File: config.mk
export PLATFORM = sky130hd
export DESIGN_NAME = ext_bus_ctrl
export DESIGN_NICKNAME = d
export VERILOG_FILES = /design/src/design/ext_bus_pkg.sv /design/src/design/tick_divider.sv /design/src/design/pin_sync.sv /design/src/design/ext_bus_ctrl.sv
export SDC_FILE = /design/constraint.sdc
export NUM_CORES = 1
export LEC_CHECK = 0
export BUFFER_PORTS_ARGS = -buffer_cell sky130_fd_sc_hd__buf_4
export CORE_UTILIZATION = 40
export CTS_CLUSTER_DIAMETER = 200
export DETAILED_ROUTE_END_ITERATION = 6
export HOLD_SLACK_MARGIN = 0.08
export MAX_ROUTING_LAYER = met4
export SETUP_SLACK_MARGIN = 0.1
export SLEW_MARGIN = 20
export SYNTH_ARGS = -nofsm -noshare
export SYNTH_HDL_FRONTEND = slang
export SYNTH_SLANG_ARGS = --single-unit
File: constraint.sdc
create_clock -name pclk -period 2.4 [get_ports pclk]
set_clock_uncertainty 0.1 [all_clocks]
set_input_delay 0.24 -clock pclk [delete_from_list [all_inputs] [get_ports pclk]]
set_output_delay 0.24 -clock pclk [all_outputs]
set_load 0.005 [all_outputs]
File: src/design/ext_bus_pkg.sv
package ext_bus_pkg;

    // part flavour: which reset defaults and start address apply
    typedef enum logic [1:0] {
        VAR_ROM = 2'b00,
        VAR_ROMLESS_A = 2'b01,
        VAR_ROMLESS_B = 2'b10
    } variant_t;

    // register indices; every byte address is four times the index
    localparam logic [7:0] IDX_PORT0 = 8'h00;
    localparam logic [7:0] IDX_PORT1 = 8'h01;
    localparam logic [7:0] IDX_PORT3_CFG = 8'hf7;
    localparam logic [7:0] IDX_BUS_MODE = 8'hf8;
    localparam logic [11:0] ADDR_PORT0 = {2'b00, IDX_PORT0, 2'b00};
    localparam logic [11:0] ADDR_PORT1 = {2'b00, IDX_PORT1, 2'b00};
    localparam logic [11:0] ADDR_PORT3_CFG = {2'b00, IDX_PORT3_CFG, 2'b00};
    localparam logic [11:0] ADDR_BUS_MODE = {2'b00, IDX_BUS_MODE, 2'b00};
    localparam logic [11:0] ADDR_BUS_ADDR = 12'h400;
    localparam logic [11:0] ADDR_BUS_DATA = 12'h404;
    localparam logic [11:0] ADDR_CMD = 12'h408;
    localparam logic [11:0] ADDR_STATUS = 12'h40c;
    localparam logic [11:0] ADDR_OPCODE = 12'h410;

    // bus port mode fields
    localparam int unsigned MODE_P0LO_LSB = 0;
    localparam int unsigned MODE_STACK_INT = 2;
    localparam int unsigned MODE_P1_LSB = 3;
    localparam int unsigned MODE_EXT_TIMING = 5;
    localparam int unsigned P0_NIBBLE_STRIDE = 6;
    localparam int unsigned P3_DM_LSB = 3;
    localparam logic [1:0] PAIR_OUT = 2'b00;
    localparam logic [1:0] PAIR_IN = 2'b01;
    localparam logic [1:0] P1_AD = 2'b10;
    localparam logic [1:0] DM_SEL_A = 2'b10;
    localparam logic [1:0] DM_SEL_B = 2'b01;

    // command register fields
    localparam int unsigned CMD_LONG_BIT = 3;

    // values after reset, and fixed read values
    localparam logic [7:0] MODE_RST_ROM = 8'h6d;
    localparam logic [7:0] MODE_RST_A = 8'h75;
    localparam logic [7:0] MODE_RST_B = 8'h96;
    localparam logic [7:0] P3_CFG_RST = 8'h00;
    localparam logic [7:0] PORT_RST = 8'h00;
    localparam logic [15:0] PC_RST_ROM = 16'h000c;
    localparam logic [15:0] PC_RST_A = 16'h000c;
    localparam logic [15:0] PC_RST_B = 16'h0812;
    localparam logic [16:0] INT_ROM_RST = 17'h00800;
    localparam logic [7:0] INT_READ_VALUE = 8'hff;
    localparam logic [7:0] NOT_REG_VALUE = 8'hff;

    // timing in internal clock periods; internal clock is pclk / 2
    localparam int unsigned CLK_DIV = 2;
    localparam logic [1:0] ADDR_LAST = 2'd1;
    localparam logic [1:0] XFER_LAST_NORM = 2'd1;
    localparam logic [1:0] EXT_TICKS = 2'd2;
    localparam logic [1:0] XFER_LAST_EXT = XFER_LAST_NORM + EXT_TICKS;
    localparam logic [1:0] END_LAST = 2'd1;

    typedef enum logic [2:0] {
        CMD_NONE = 3'd0,
        CMD_FETCH = 3'd1,
        CMD_PROG_READ = 3'd2,
        CMD_PROG_WRITE = 3'd3,
        CMD_DATA_READ = 3'd4,
        CMD_DATA_WRITE = 3'd5,
        CMD_PUSH = 3'd6,
        CMD_POP = 3'd7
    } cmd_t;

    // gray along idle -> address -> transfer -> end -> idle
    typedef enum logic [1:0] {
        ST_IDLE = 2'b00,
        ST_ADDR = 2'b01,
        ST_XFER = 2'b11,
        ST_END = 2'b10
    } bus_state_t;

    typedef struct packed {
        logic psel;
        logic penable;
        logic pwrite;
        logic [11:0] paddr;
        logic [31:0] pwdata;
    } apb_req_t;

    typedef struct packed {
        logic [31:0] prdata;
        logic pready;
        logic pslverr;
    } apb_rsp_t;

    typedef struct packed {
        logic address_strobe_n;
        logic data_strobe_n;
        logic read_write_n;
        logic [7:0] port0_out;
        logic [7:0] port0_oe;
        logic [7:0] port1_out;
        logic port1_oe;
        logic data_space_select_n;
        logic data_space_select_oe;
    } bus_pins_t;

endpackage : ext_bus_pkg

File: src/design/tick_divider.sv
`timescale 1ns/1ns
module tick_divider #(
    parameter int unsigned DIV = 2
) (
    input wire logic clk,
    input wire logic rst_n,
    output logic tick
);
    typedef struct packed {
        logic [7:0] cnt;
        logic tick;
    } div_state_t;

    div_state_t s_q;
    div_state_t s_d;

    // one pulse every DIV clocks marks an internal clock period
    always_comb begin
        s_d = s_q;
        s_d.tick = 1'b0;
        if (s_q.cnt == 8'(DIV - 1)) begin
            s_d.cnt = 8'h00;
            s_d.tick = 1'b1;
        end else begin
            s_d.cnt = s_q.cnt + 8'h01;
        end
    end

    always_ff @(posedge clk or negedge rst_n) begin
        if (!rst_n) begin
            s_q <= '0;
        end else begin
            s_q <= s_d;
        end
    end

    assign tick = s_q.tick;
endmodule : tick_divider

File: src/design/pin_sync.sv
`timescale 1ns/1ns
module pin_sync #(
    parameter int unsigned WIDTH = 16
) (
    input wire logic clk,
    input wire logic rst_n,
    input wire logic [WIDTH-1:0] d,
    output logic [WIDTH-1:0] q
);
    typedef struct packed {
        logic [WIDTH-1:0] s1;
        logic [WIDTH-1:0] s2;
        logic [WIDTH-1:0] s3;
        logic [WIDTH-1:0] q;
    } sync_state_t;

    sync_state_t s_q;
    sync_state_t s_d;

    // a bit changes only once stages two and three agree
    always_comb begin
        s_d.s1 = d;
        s_d.s2 = s_q.s1;
        s_d.s3 = s_q.s2;
        s_d.q = (s_q.s2 & s_q.s3) | (s_q.q & (s_q.s2 ^ s_q.s3));
    end

    always_ff @(posedge clk or negedge rst_n) begin
        if (!rst_n) begin
            s_q <= '0;
        end else begin
            s_q <= s_d;
        end
    end

    assign q = s_q.q;
endmodule : pin_sync

File: src/design/ext_bus_ctrl.sv
`timescale 1ns/1ns
// Contract
// - extended-timing mode bit adds two internal clock periods, stretching data strobe.
// - on-chip accesses keep normal timing regardless of extended timing.
// - ROM part resets with ports 0/1 inputs, internal stack, extended timing.
// - next opcode is fetched while the current instruction executes.
// - long or memory-referencing instructions flush the prefetched opcode.
// - internal clock period runs at half the input clock.
// - address strobe pulses low once at the start of every machine cycle.
// - write data valid by strobe fall; read data valid before strobe rise.
// - direction line low only for memory writes, high otherwise.
// - ROMless parts always use port 1 as multiplexed address/data bus.
// - ROMless parts start fetching at 000c and 0812 respectively.
// - mode bits select port 0 low and high nibbles as upper address.
// - port 0 reads ones in address nibbles; writes reach I/O nibble only.
// - first ROMless part leaves port 0 input; second drives address.
// - stack location bit picks register file or external data memory.
// - data-space select on port 3 line 4 for data loads, external stack.
// - machine cycles last six or eight internal clock periods.
// - port 1 address valid in first state only; port 0 address stable.
// - reads release the bus before strobe fall, capture before it rises.
module ext_bus_ctrl #(
    parameter ext_bus_pkg::variant_t VARIANT = ext_bus_pkg::VAR_ROM,
    parameter logic [16:0] INT_ROM_LIMIT = ext_bus_pkg::INT_ROM_RST
) (
    input wire logic pclk,
    input wire logic presetn,
    input ext_bus_pkg::apb_req_t apb_req,
    output ext_bus_pkg::apb_rsp_t apb_rsp,
    input wire logic [7:0] port0_in,
    input wire logic [7:0] port1_in,
    output ext_bus_pkg::bus_pins_t pins
);
    import ext_bus_pkg::*;

    typedef struct packed {
        apb_rsp_t rsp;
        bus_pins_t pins;
        logic [7:0] mode;
        logic [7:0] p3cfg;
        logic [7:0] p0_reg;
        logic [7:0] p1_reg;
        logic [15:0] pc;
        logic [15:0] bus_addr;
        logic [15:0] cyc_addr;
        logic [7:0] wdata;
        logic [7:0] rdata;
        logic [7:0] opcode;
        logic [7:0] prefetch;
        logic pf_valid;
        logic busy;
        logic internal;
        logic ext;
        logic to_prefetch;
        cmd_t cmd;
        bus_state_t st;
        logic [1:0] cnt;
    } ctl_state_t;

    // reset defaults follow the part flavour
    localparam logic [7:0] MODE_RST =
        (VARIANT == VAR_ROM) ? MODE_RST_ROM :
        (VARIANT == VAR_ROMLESS_A) ? MODE_RST_A : MODE_RST_B;
    localparam logic [15:0] PC_RST =
        (VARIANT == VAR_ROM) ? PC_RST_ROM :
        (VARIANT == VAR_ROMLESS_A) ? PC_RST_A : PC_RST_B;

    ctl_state_t s_q;
    ctl_state_t s_d;
    logic tick;
    logic [15:0] pin_sync_q;
    logic [7:0] p0_pin;
    logic [7:0] p1_pin;
    logic p1_bus;
    logic dm_en;
    logic [1:0] pair;
    logic [31:0] rd;
    logic hit;
    logic setup;
    logic wr_take;
    logic go;
    cmd_t go_cmd;
    logic [15:0] go_addr;
    logic go_int;
    logic go_write;
    logic go_data;
    logic [1:0] xfer_last;
    cmd_t new_cmd;

    // internal clock period enable at half the pclk rate
    tick_divider #(
        .DIV(CLK_DIV)
    ) u_div (
        .clk(pclk),
        .rst_n(presetn),
        .tick(tick)
    );

    // port pins come from outside the clock domain
    pin_sync #(
        .WIDTH(16)
    ) u_sync (
        .clk(pclk),
        .rst_n(presetn),
        .d({port1_in, port0_in}),
        .q(pin_sync_q)
    );

    assign p0_pin = pin_sync_q[7:0];
    assign p1_pin = pin_sync_q[15:8];

    always_comb begin
        s_d = s_q;
        rd = 32'h0000_0000;
        hit = 1'b1;
        go = 1'b0;
        go_cmd = CMD_NONE;
        go_addr = s_q.bus_addr;
        go_int = 1'b0;
        go_write = 1'b0;
        go_data = 1'b0;
        pair = PAIR_IN;
        new_cmd = cmd_t'(apb_req.pwdata[2:0]);
        // ROMless parts keep port 1 as the bus whatever the mode says
        p1_bus = (VARIANT != VAR_ROM) ||
            (s_q.mode[MODE_P1_LSB +: 2] == P1_AD);
        dm_en = (s_q.p3cfg[P3_DM_LSB +: 2] == DM_SEL_A) ||
            (s_q.p3cfg[P3_DM_LSB +: 2] == DM_SEL_B);
        xfer_last = s_q.ext ? XFER_LAST_EXT : XFER_LAST_NORM;

        // register read decode, port views depend on the nibble modes
        case (apb_req.paddr)
            ADDR_PORT0: begin
                for (int n = 0; n < 2; n++) begin
                    pair = s_q.mode[P0_NIBBLE_STRIDE * n +: 2];
                    if (pair[1]) begin
                        rd[4 * n +: 4] = 4'hf;
                    end else if (pair == PAIR_OUT) begin
                        rd[4 * n +: 4] = s_q.p0_reg[4 * n +: 4];
                    end else begin
                        rd[4 * n +: 4] = p0_pin[4 * n +: 4];
                    end
                end
            end
            ADDR_PORT1: begin
                if (p1_bus) begin
                    rd[7:0] = NOT_REG_VALUE;
                end else if (s_q.mode[MODE_P1_LSB +: 2] == PAIR_OUT) begin
                    rd[7:0] = s_q.p1_reg;
                end else begin
                    rd[7:0] = p1_pin;
                end
            end
            ADDR_PORT3_CFG, ADDR_BUS_MODE: rd = 32'h0000_0000; // write only
            ADDR_BUS_ADDR: rd[15:0] = s_q.bus_addr;
            ADDR_BUS_DATA: rd[15:0] = {s_q.wdata, s_q.rdata};
            ADDR_CMD: rd[2:0] = s_q.cmd;
            ADDR_STATUS: begin
                rd = {s_q.pc, 13'h0000, s_q.internal, s_q.pf_valid,
                    s_q.busy};
            end
            ADDR_OPCODE: rd[15:0] = {s_q.prefetch, s_q.opcode};
            default: hit = 1'b0;
        endcase

        // apb: answer registered in setup, one access cycle, no waits
        setup = apb_req.psel && !apb_req.penable;
        wr_take = apb_req.psel && apb_req.penable && s_q.rsp.pready &&
            apb_req.pwrite && hit;
        s_d.rsp.pready = setup;
        if (setup) begin
            s_d.rsp.prdata = apb_req.pwrite ? 32'h0000_0000 : rd;
            s_d.rsp.pslverr = !hit;
        end

        // register writes; port 0 address nibbles are not writable
        if (wr_take) begin
            case (apb_req.paddr)
                ADDR_PORT0: begin
                    for (int n = 0; n < 2; n++) begin
                        if (!s_q.mode[P0_NIBBLE_STRIDE * n + 1]) begin
                            s_d.p0_reg[4 * n +: 4] =
                                apb_req.pwdata[4 * n +: 4];
                        end
                    end
                end
                ADDR_PORT1: begin
                    if (!p1_bus) begin
                        s_d.p1_reg = apb_req.pwdata[7:0];
                    end
                end
                ADDR_PORT3_CFG: s_d.p3cfg = apb_req.pwdata[7:0];
                ADDR_BUS_MODE: s_d.mode = apb_req.pwdata[7:0];
                ADDR_BUS_ADDR: s_d.bus_addr = apb_req.pwdata[15:0];
                ADDR_BUS_DATA: s_d.wdata = apb_req.pwdata[15:8];
                ADDR_CMD: begin
                    // a command while a cycle runs is dropped
                    if (!s_q.busy) begin
                        s_d.cmd = new_cmd;
                        s_d.internal = 1'b0;
                        case (new_cmd)
                            CMD_FETCH: begin
                                go_addr = s_q.pc;
                                if (s_q.pf_valid) begin
                                    // overlapped opcode is ready at once
                                    s_d.opcode = s_q.prefetch;
                                    s_d.pf_valid = 1'b0;
                                    go = !apb_req.pwdata[CMD_LONG_BIT];
                                    s_d.to_prefetch = 1'b1;
                                end else begin
                                    go = 1'b1;
                                    s_d.to_prefetch = 1'b0;
                                end
                                go_cmd = CMD_FETCH;
                            end
                            CMD_PUSH, CMD_POP: begin
                                if (s_q.mode[MODE_STACK_INT]) begin
                                    s_d.internal = 1'b1;
                                end else begin
                                    s_d.pf_valid = 1'b0;
                                    go = 1'b1;
                                    go_cmd = new_cmd;
                                end
                            end
                            CMD_NONE: s_d.cmd = CMD_NONE;
                            default: begin
                                // memory reference empties the pipe
                                s_d.pf_valid = 1'b0;
                                go = 1'b1;
                                go_cmd = new_cmd;
                            end
                        endcase
                    end
                end
                default: begin
                end
            endcase
        end

        // machine cycle sequencing, 6 or 8 internal clock periods
        if (tick && (s_q.st != ST_IDLE)) begin
            case (s_q.st)
                ST_ADDR: begin
                    if (s_q.cnt == ADDR_LAST) begin
                        // address phase over: drive write data or release
                        s_d.st = ST_XFER;
                        s_d.cnt = 2'd0;
                        s_d.pins.port1_out = s_q.wdata;
                        s_d.pins.port1_oe = !s_q.pins.read_write_n;
                    end else begin
                        s_d.pins.address_strobe_n = 1'b1;
                        s_d.cnt = s_q.cnt + 2'd1;
                    end
                end
                ST_XFER: begin
                    if (s_q.cnt == 2'd0) begin
                        // data strobe only for external references
                        s_d.pins.data_strobe_n = s_q.internal;
                    end
                    if (s_q.cnt == xfer_last) begin
                        s_d.st = ST_END;
                        s_d.cnt = 2'd0;
                    end else begin
                        s_d.cnt = s_q.cnt + 2'd1;
                    end
                end
                ST_END: begin
                    if (s_q.cnt == 2'd0) begin
                        // sample the bus before the strobe rises
                        s_d.rdata = s_q.internal ? INT_READ_VALUE : p1_pin;
                        s_d.pins.data_strobe_n = 1'b1;
                        s_d.cnt = s_q.cnt + 2'd1;
                    end else if (s_q.cnt == END_LAST) begin
                        s_d.st = ST_IDLE;
                        s_d.cnt = 2'd0;
                        s_d.busy = 1'b0;
                        s_d.pins.read_write_n = 1'b1;
                        s_d.pins.port1_oe = 1'b0;
                        s_d.pins.data_space_select_n = 1'b1;
                        if (s_q.cmd == CMD_FETCH) begin
                            s_d.pc = s_q.pc + 16'h0001;
                            if (s_q.to_prefetch) begin
                                s_d.prefetch = s_q.rdata;
                                s_d.pf_valid = 1'b1;
                            end else begin
                                s_d.opcode = s_q.rdata;
                                go = 1'b1; // refill the pipe at once
                                go_cmd = CMD_FETCH;
                                go_addr = s_q.pc + 16'h0001;
                                s_d.to_prefetch = 1'b1;
                            end
                        end
                    end
                end
                default: begin
                    s_d.st = ST_IDLE;
                end
            endcase
        end

        // start a machine cycle after sequencing, so a chained prefetch
        // overrides the idle levels that the ending cycle set
        go_write = (go_cmd == CMD_PROG_WRITE) ||
            (go_cmd == CMD_DATA_WRITE) || (go_cmd == CMD_PUSH);
        go_data = (go_cmd == CMD_DATA_READ) || (go_cmd == CMD_DATA_WRITE) ||
            (go_cmd == CMD_PUSH) || (go_cmd == CMD_POP);
        go_int = (VARIANT == VAR_ROM) && ({1'b0, go_addr} < INT_ROM_LIMIT) &&
            ((go_cmd == CMD_FETCH) || (go_cmd == CMD_PROG_READ));
        if (go) begin
            s_d.busy = 1'b1;
            s_d.st = ST_ADDR;
            s_d.cnt = 2'd0;
            s_d.cyc_addr = go_addr;
            s_d.internal = go_int;
            s_d.ext = s_q.mode[MODE_EXT_TIMING] && !go_int;
            s_d.pins.address_strobe_n = 1'b0;
            s_d.pins.port1_out = go_addr[7:0];
            s_d.pins.port1_oe = 1'b1;
            s_d.pins.read_write_n = !(go_write && !go_int);
            s_d.pins.data_space_select_n = !(dm_en && go_data);
        end

        // port 0 pins: address nibbles hold the cycle address throughout
        for (int n = 0; n < 2; n++) begin
            pair = s_q.mode[P0_NIBBLE_STRIDE * n +: 2];
            if (pair[1]) begin
                s_d.pins.port0_out[4 * n +: 4] =
                    s_d.cyc_addr[8 + 4 * n +: 4];
                s_d.pins.port0_oe[4 * n +: 4] = 4'hf;
            end else begin
                s_d.pins.port0_out[4 * n +: 4] = s_q.p0_reg[4 * n +: 4];
                s_d.pins.port0_oe[4 * n +: 4] =
                    (pair == PAIR_OUT) ? 4'hf : 4'h0;
            end
        end

        // port 1 as plain I/O when it is not the bus
        if (!p1_bus) begin
            s_d.pins.port1_out = s_q.p1_reg;
            s_d.pins.port1_oe = (s_q.mode[MODE_P1_LSB +: 2] == PAIR_OUT);
        end
        s_d.pins.data_space_select_oe = dm_en;
    end

    // all control state, reset to the flavour's defaults
    always_ff @(posedge pclk or negedge presetn) begin
        if (!presetn) begin
            s_q <= '0;
            s_q.mode <= MODE_RST;
            s_q.p3cfg <= P3_CFG_RST;
            s_q.p0_reg <= PORT_RST;
            s_q.p1_reg <= PORT_RST;
            s_q.pc <= PC_RST;
            s_q.cyc_addr <= PC_RST;
            s_q.cmd <= CMD_NONE;
            s_q.pins.address_strobe_n <= 1'b1;
            s_q.pins.data_strobe_n <= 1'b1;
            s_q.pins.read_write_n <= 1'b1;
            s_q.pins.data_space_select_n <= 1'b1;
        end else begin
            s_q <= s_d;
        end
    end

    assign apb_rsp = s_q.rsp;
    assign pins = s_q.pins;
endmodule : ext_bus_ctrl

# --- Word level (Yosys, flattened, before mapping) ---
# Index checks and enable logic that the tools add are counted.
# Widths: inputs -> output; s select.
totals:
  register_bits: 258
  input_bits: 65
  output_inout_bits: 64
  word_cells: 279
classes:
  add_sub_neg: 3
  magnitude_cmp: 1
  eq_ne: 45
  n_mux: 122
  bitwise: 9
  reduce_logical: 60
ops:
  columns: ["op", "count"]
  rows:
  - ["$mux 16", 12]
  - ["$mux 8", 11]
  - ["$mux 18", 4]
  - ["$mux 4", 16]
  - ["$eq 12x11->1 const B", 5]
  - ["$mux 1", 40]
  - ["$mux 3", 13]
  - ["$and 16x16->16", 2]
  - ["$mux 32", 1]
  - ["$mux 9", 3]
  - ["$reduce_and 3->1", 9]
  - ["$pmux 5 s5", 1]
  - ["$eq 12x10->1 const B", 2]
  - ["$pmux 8 s3", 1]
  - ["$pmux 3 s7", 1]
  - ["$mux 10", 2]
  - ["$eq 3x3->1 const B", 6]
  - ["$mux 2", 9]
  - ["$mux 17", 1]
  - ["$add 16x1->16 const B", 1]
  - ["$lt 16x12->1 const B", 1]
  - ["$ne 4x4->1 const B", 4]
  - ["$or 16x16->16", 1]
  - ["$reduce_bool 2->1", 8]
  - ["other kinds (33)", 86]

# --- Logic depth before layout (Yosys ltp) ---
logic_depth:
  ltp_word: 20
  ltp_mapped: 10

# --- Hierarchy ---
# A second synthesis with hierarchy kept.
unflattened:
  hier_cells: 975
  area_unflattened_um2: 11228.3
modules_own_cells:
  columns: ["module", "n_inst", "cells_each", "area_per_inst_um2", "seq_area_each_um2"]
  rows:
  - ["ext_bus_ctrl", 1, 833, 8794.7, 4217.8]
  - ["pin_sync", 1, 112, 2042.0, 1601.5]
  - ["tick_divider", 1, 30, 391.6, 225.2]

# --- Worst setup path before layout ---
# OpenSTA, ideal clock, no wires.
synth_path:
  path_kind: "register to register"
  from: "register s_q[1] (netlist name)"
  to: "register pins[23] (netlist name)"
  arrival_time_ps: 2418
  required_ps: 2175
  slack_ps: -243
  path_stages_with_launch: 9
  n_path_buf: 1
  synth_period_minus_slack_ps: 2643
  path_cell_list: "dfrtp_1 > inv_1 > ha_1 > and4bb_2 > nand4b_1 > nor2_1 > clkbuf_1 > mux2_2 > mux2_2"
synth_rtl:
  columns: ["element", "line_no", "source"]
  rows:
  - ["start, declared", "ext_bus_ctrl.sv:68", "ctl_state_t s_q;"]

# --- Worst setup path in the final report ---
layout_path:
  from: "register s_q[0] (netlist name)"
  to: "register pins[10] (netlist name)"
layout_via:
  elab_chain_len: 7
  word_cells_on_any_way: 16
  classes_between: "eq/ne: 4; mux: 10; reduce/logical: 2"
layout_lines:
  columns: ["element", "line_no", "source"]
  rows:
  - ["$eq 2x1->1", "ext_bus_ctrl.sv:244, ext_bus_ctrl.sv:273", null]
  - ["$mux 1 / $mux 16 (equally long branches)", "ext_bus_ctrl.sv:273", "end else if (s_q.cnt == END_LAST) begin"]
  - ["$mux 1 / $mux 16 (equally long branches)", "ext_bus_ctrl.sv:268", "if (s_q.cnt == 2'd0) begin"]
  - ["$mux 1 / $mux 16 (equally long branches)", "ext_bus_ctrl.sv:242", "case (s_q.st)"]
  - ["$mux 1 / $mux 16 (equally long branches)", "ext_bus_ctrl.sv:241", "if (tick && (s_q.st != ST_IDLE)) begin"]
  - ["$ne 3x1->1 (no source line) / $mux 10 (equally long branches)", null, null]
  - ["$reduce_and 3->1 (no source line) / $mux 9 (equally long branches)", null, null]
# Parallel ways exist; a longest one is shown, timed or not.
# A chain may end at the register's enable or synchronous reset.

==> impl_metrics.ini <==
[place]
hpwlAfterDp_um = 26000
gp_congestion = 0.990
numPortBuffers = 112

[sta]
setup_viol = 0
drv_slew = 0
fin_hold_ws_ps = 110
max_freq_mhz = 427
hold_viol_final = 0
period_share = 0.977
min_period_ps = 2340
tns_ps = 0
maxSlewHeadroom = 0.520
worstMarginPinSlew_ps = 716
rsz0062_at_grt = yes

[synthesis]
synth_cells = 1041
async_flop_share = 1.00
netlist_area_um2 = 11500
synth_top_area_cell = dfrtp_1
yosys_warnings = 0
synth_ff_type = dfrtp_1
yosysSeqAreaShare = 0.528
yosysUniqueCellTypes = 75
synth-seq-cells = 241
syn_nets = 1132
yosysTopAreaCellShare = 0.502
synth_edf_count = 0
synth_area_leaders = dfrtp_1 50%, mux2_2 6.9%, buf_4 4.3%, ha_1 2.8%, nand2_1 2.8%
syn_area_per_cell_um2 = 11.0

[worst_setup_path]
cp_top_family = simple AND/OR/NAND/NOR gates
worstSetupPathType = reg2reg
cp.required_ps = 2770
worstPathArrival_ps = 2710
crit_slowest_cell = or4_4
path_cells = buf_4 > ha_4 > and4bb_4 > nand4b_1 > nor2_4 > buf_12 > clkbuf_16 > or4_4 > nand3_2 > a22o_1
critPathMaxStageDelay_ps = 530
path_max_fanout = 6
path_buf_inv = 3
worstSetupStartpointType = flip-flop
setup.worst_path.end_class = flip-flop

[detailed_routing]
detail_route.iter0.violations = 874
wl_per_cell_um = 20.7
vias_per_cell = 5.45
vias = 9106
antenna_left = 0
drc_errors = 0
route.final.wire_length_um = 34600
first_pass_iters = 5

[die]
fp.dieW_um = 171
io_pins = 129
start_util = 0.409
rows = 61
core_um2 = 28000
die_h_um = 171
dieArea_um2 = 29300

[layout]
drive_gt1_frac = 0.375
seqCellArea_um2 = 6040
syn_to_final_growth_pct = 31.8
final_util = 0.539
diodes = 0
final_common_cell = buf_4
nNetsFinal = 1368
final_cell_mix = 271 x buf_4, 230 x dfrtp_1, 82 x nand2_1, 66 x mux2_2, 58 x nor2_1
n_fill_cell = 2456
multi_input_area_um2 = 5060

[global_routing]
met2_usage = 0.386
grt_usage = 0.246
grt_pass1_wl_um = 52400
grt_use_met3 = 0.0380
gr-total-overflow = 0
top_usage_layer = met2
grt_pass1_vias = 8805
grtUsageMet1 = 0.324
grt_max_degree = 74
antenna_found_initial = 0

[pwr]
powerDensity_nw_per_um2 = 560
p_leak_nw = 7.04
power_w = 0.00846
max-vdd-ir-drop_mv = 0.510

[worst_hold_path]
min_path_type = in2reg

[job]
drv_cap = 0

[clocking]
htree_num_levels = 1
cts_buffers = 26
cts_max_path_buffers = 3
cts_tree = done
cts_root_buffer = clkbuf_16
clkTransAtPathRegs_ps = 60
cts_num_sinks = 241
clkLatencyLatePin_ps = 540

[run_status]
status = finished clean
[worst reg2reg max path, cell delays in order (launching register included)]
cell and delay [ps]:
dfrtp_1 390, buf_4 150, ha_4 160, and4bb_4 220
nand4b_1 190, nor2_4 90, buf_12 130, clkbuf_16 150
or4_4 530, nand3_2 70, a22o_1 110
[cell type report]
class                      count  area share
clock buffer                  35      0.0507
clock inverter                 8     0.00323
inverter                      11     0.00273
multi-input combinational    673       0.335
sequential                   241       0.400
tap                          378      0.0313
timing repair buffer         324       0.176
[metal layers]
metal  up-vias  part of all wire  wire (um)
met5         -                 0          0
met2       288              0.48      16500
li1       4178                 -          -
met3        63             0.059       2040
met4         0             0.036       1240
met1      4577              0.43      14800
[metrics by stage]
stage / area, um2 / std cells / setup WS, ps
after global placement: 13400 / 1574 / -146
after detailed placement: 13400 / 1574 / -155
after CTS: 14700 / 1657 / 95.0
final: 15100 / 1670 / 55.4
after floorplan: 11500 / 1041 / -33.0
after global routing: 15100 / 1670 / -30.4
[worst paths after layout]
check | startpoint | endpoint | slack [ps] | cells after the start
max | s_q[0]$_DFFE_PN0P_ | pins[10]$_DFFE_PN0P_ | 60 | 10
min in group asynchronous | presetn | apb_rsp[30]$_DFFE_PN0P_ | 190 | 2
min | apb_req[46] | apb_rsp[1]$_DFF_PN0_ | 110 | 4
min reg2reg | u_sync.s_d[46]$_DFF_PN0_ | u_sync.s_d[30]$_DFF_PN0_ | 250 | 0
max in group asynchronous | presetn | pins[28]$_DFFE_PN1P_ | 1240 | 3
max reg2reg | s_q[0]$_DFFE_PN0P_ | pins[10]$_DFFE_PN0P_ | 60 | 10
[state kept, by name, summed over array words and instances (netlist names)]
register / flops
u_sync.s_d: 32
s_q: 108
apb_rsp: 34
u_div.tick: 1
u_sync.q: 16
pins: 24
pair: 2
u_sync.s_q: 16
u_div.s_q: 8
[cells in the mapped netlist, types with 4 or more instances]
library cell / instances
o21a_1: 7
or3_1: 5
and2_1: 5
a21oi_1: 39
nor2_1: 64
buf_4: 65
ha_1: 26
nand3_1: 23
a21o_1: 23
nor2b_1: 11
nor4_1: 8
mux2_2: 70
xor2_1: 11
or2_2: 4
mux2i_1: 22
and3_1: 10
o21ai_0: 57
a31oi_1: 13
inv_1: 11
buf_2: 9
nand2_1: 84
or4_1: 6
clkbuf_1: 40
a222oi_1: 8
dfstp_2: 11
a22oi_1: 5
nand4_1: 7
a211oi_1: 13
o22ai_1: 9
a22o_1: 24
nor3_1: 18
dfrtp_1: 230
xnor2_1: 21
nor3b_1: 6
nand2b_1: 11
and4_1: 6
o31ai_1: 6
[timing repair]
action,CTS,global route
hold buffers,32,0
resized for setup,27,54
pin swaps,15,17
endpoints found under the hold margin,140,0
gates cloned,0,2
endpoints found under the setup margin,70,26
setup buffers,8,12
[kinds of logic (layout without fill, tap and decap cells)]
| logic type | count (synthesis) | after routing | share of synthesized area |
|---|---|---|---|
| AO/OA/AOI/OAI | 237 | 237 | 0.139 |
| buffers and inverters | 127 | 378 | 0.0640 |
| multiplexers | 92 | 92 | 0.0880 |
| flip-flops | 241 | 241 | 0.528 |
| adder cells (fa/ha/maj) | 26 | 26 | 0.0284 |
| AND/OR/NAND/NOR | 286 | 286 | 0.128 |
| XOR/XNOR | 32 | 32 | 0.0245 |
[report_power, final]
part | internal (W) | switching (W) | leakage [nW] | total, W
sequential | 0.00415 | 0.0000641 | 3.09 | 0.00422
combinational | 0.000198 | 0.000228 | 3.55 | 0.000426
clock | 0.00222 | 0.00160 | 0.403 | 0.00381
(Power assumes the default switching activity.)
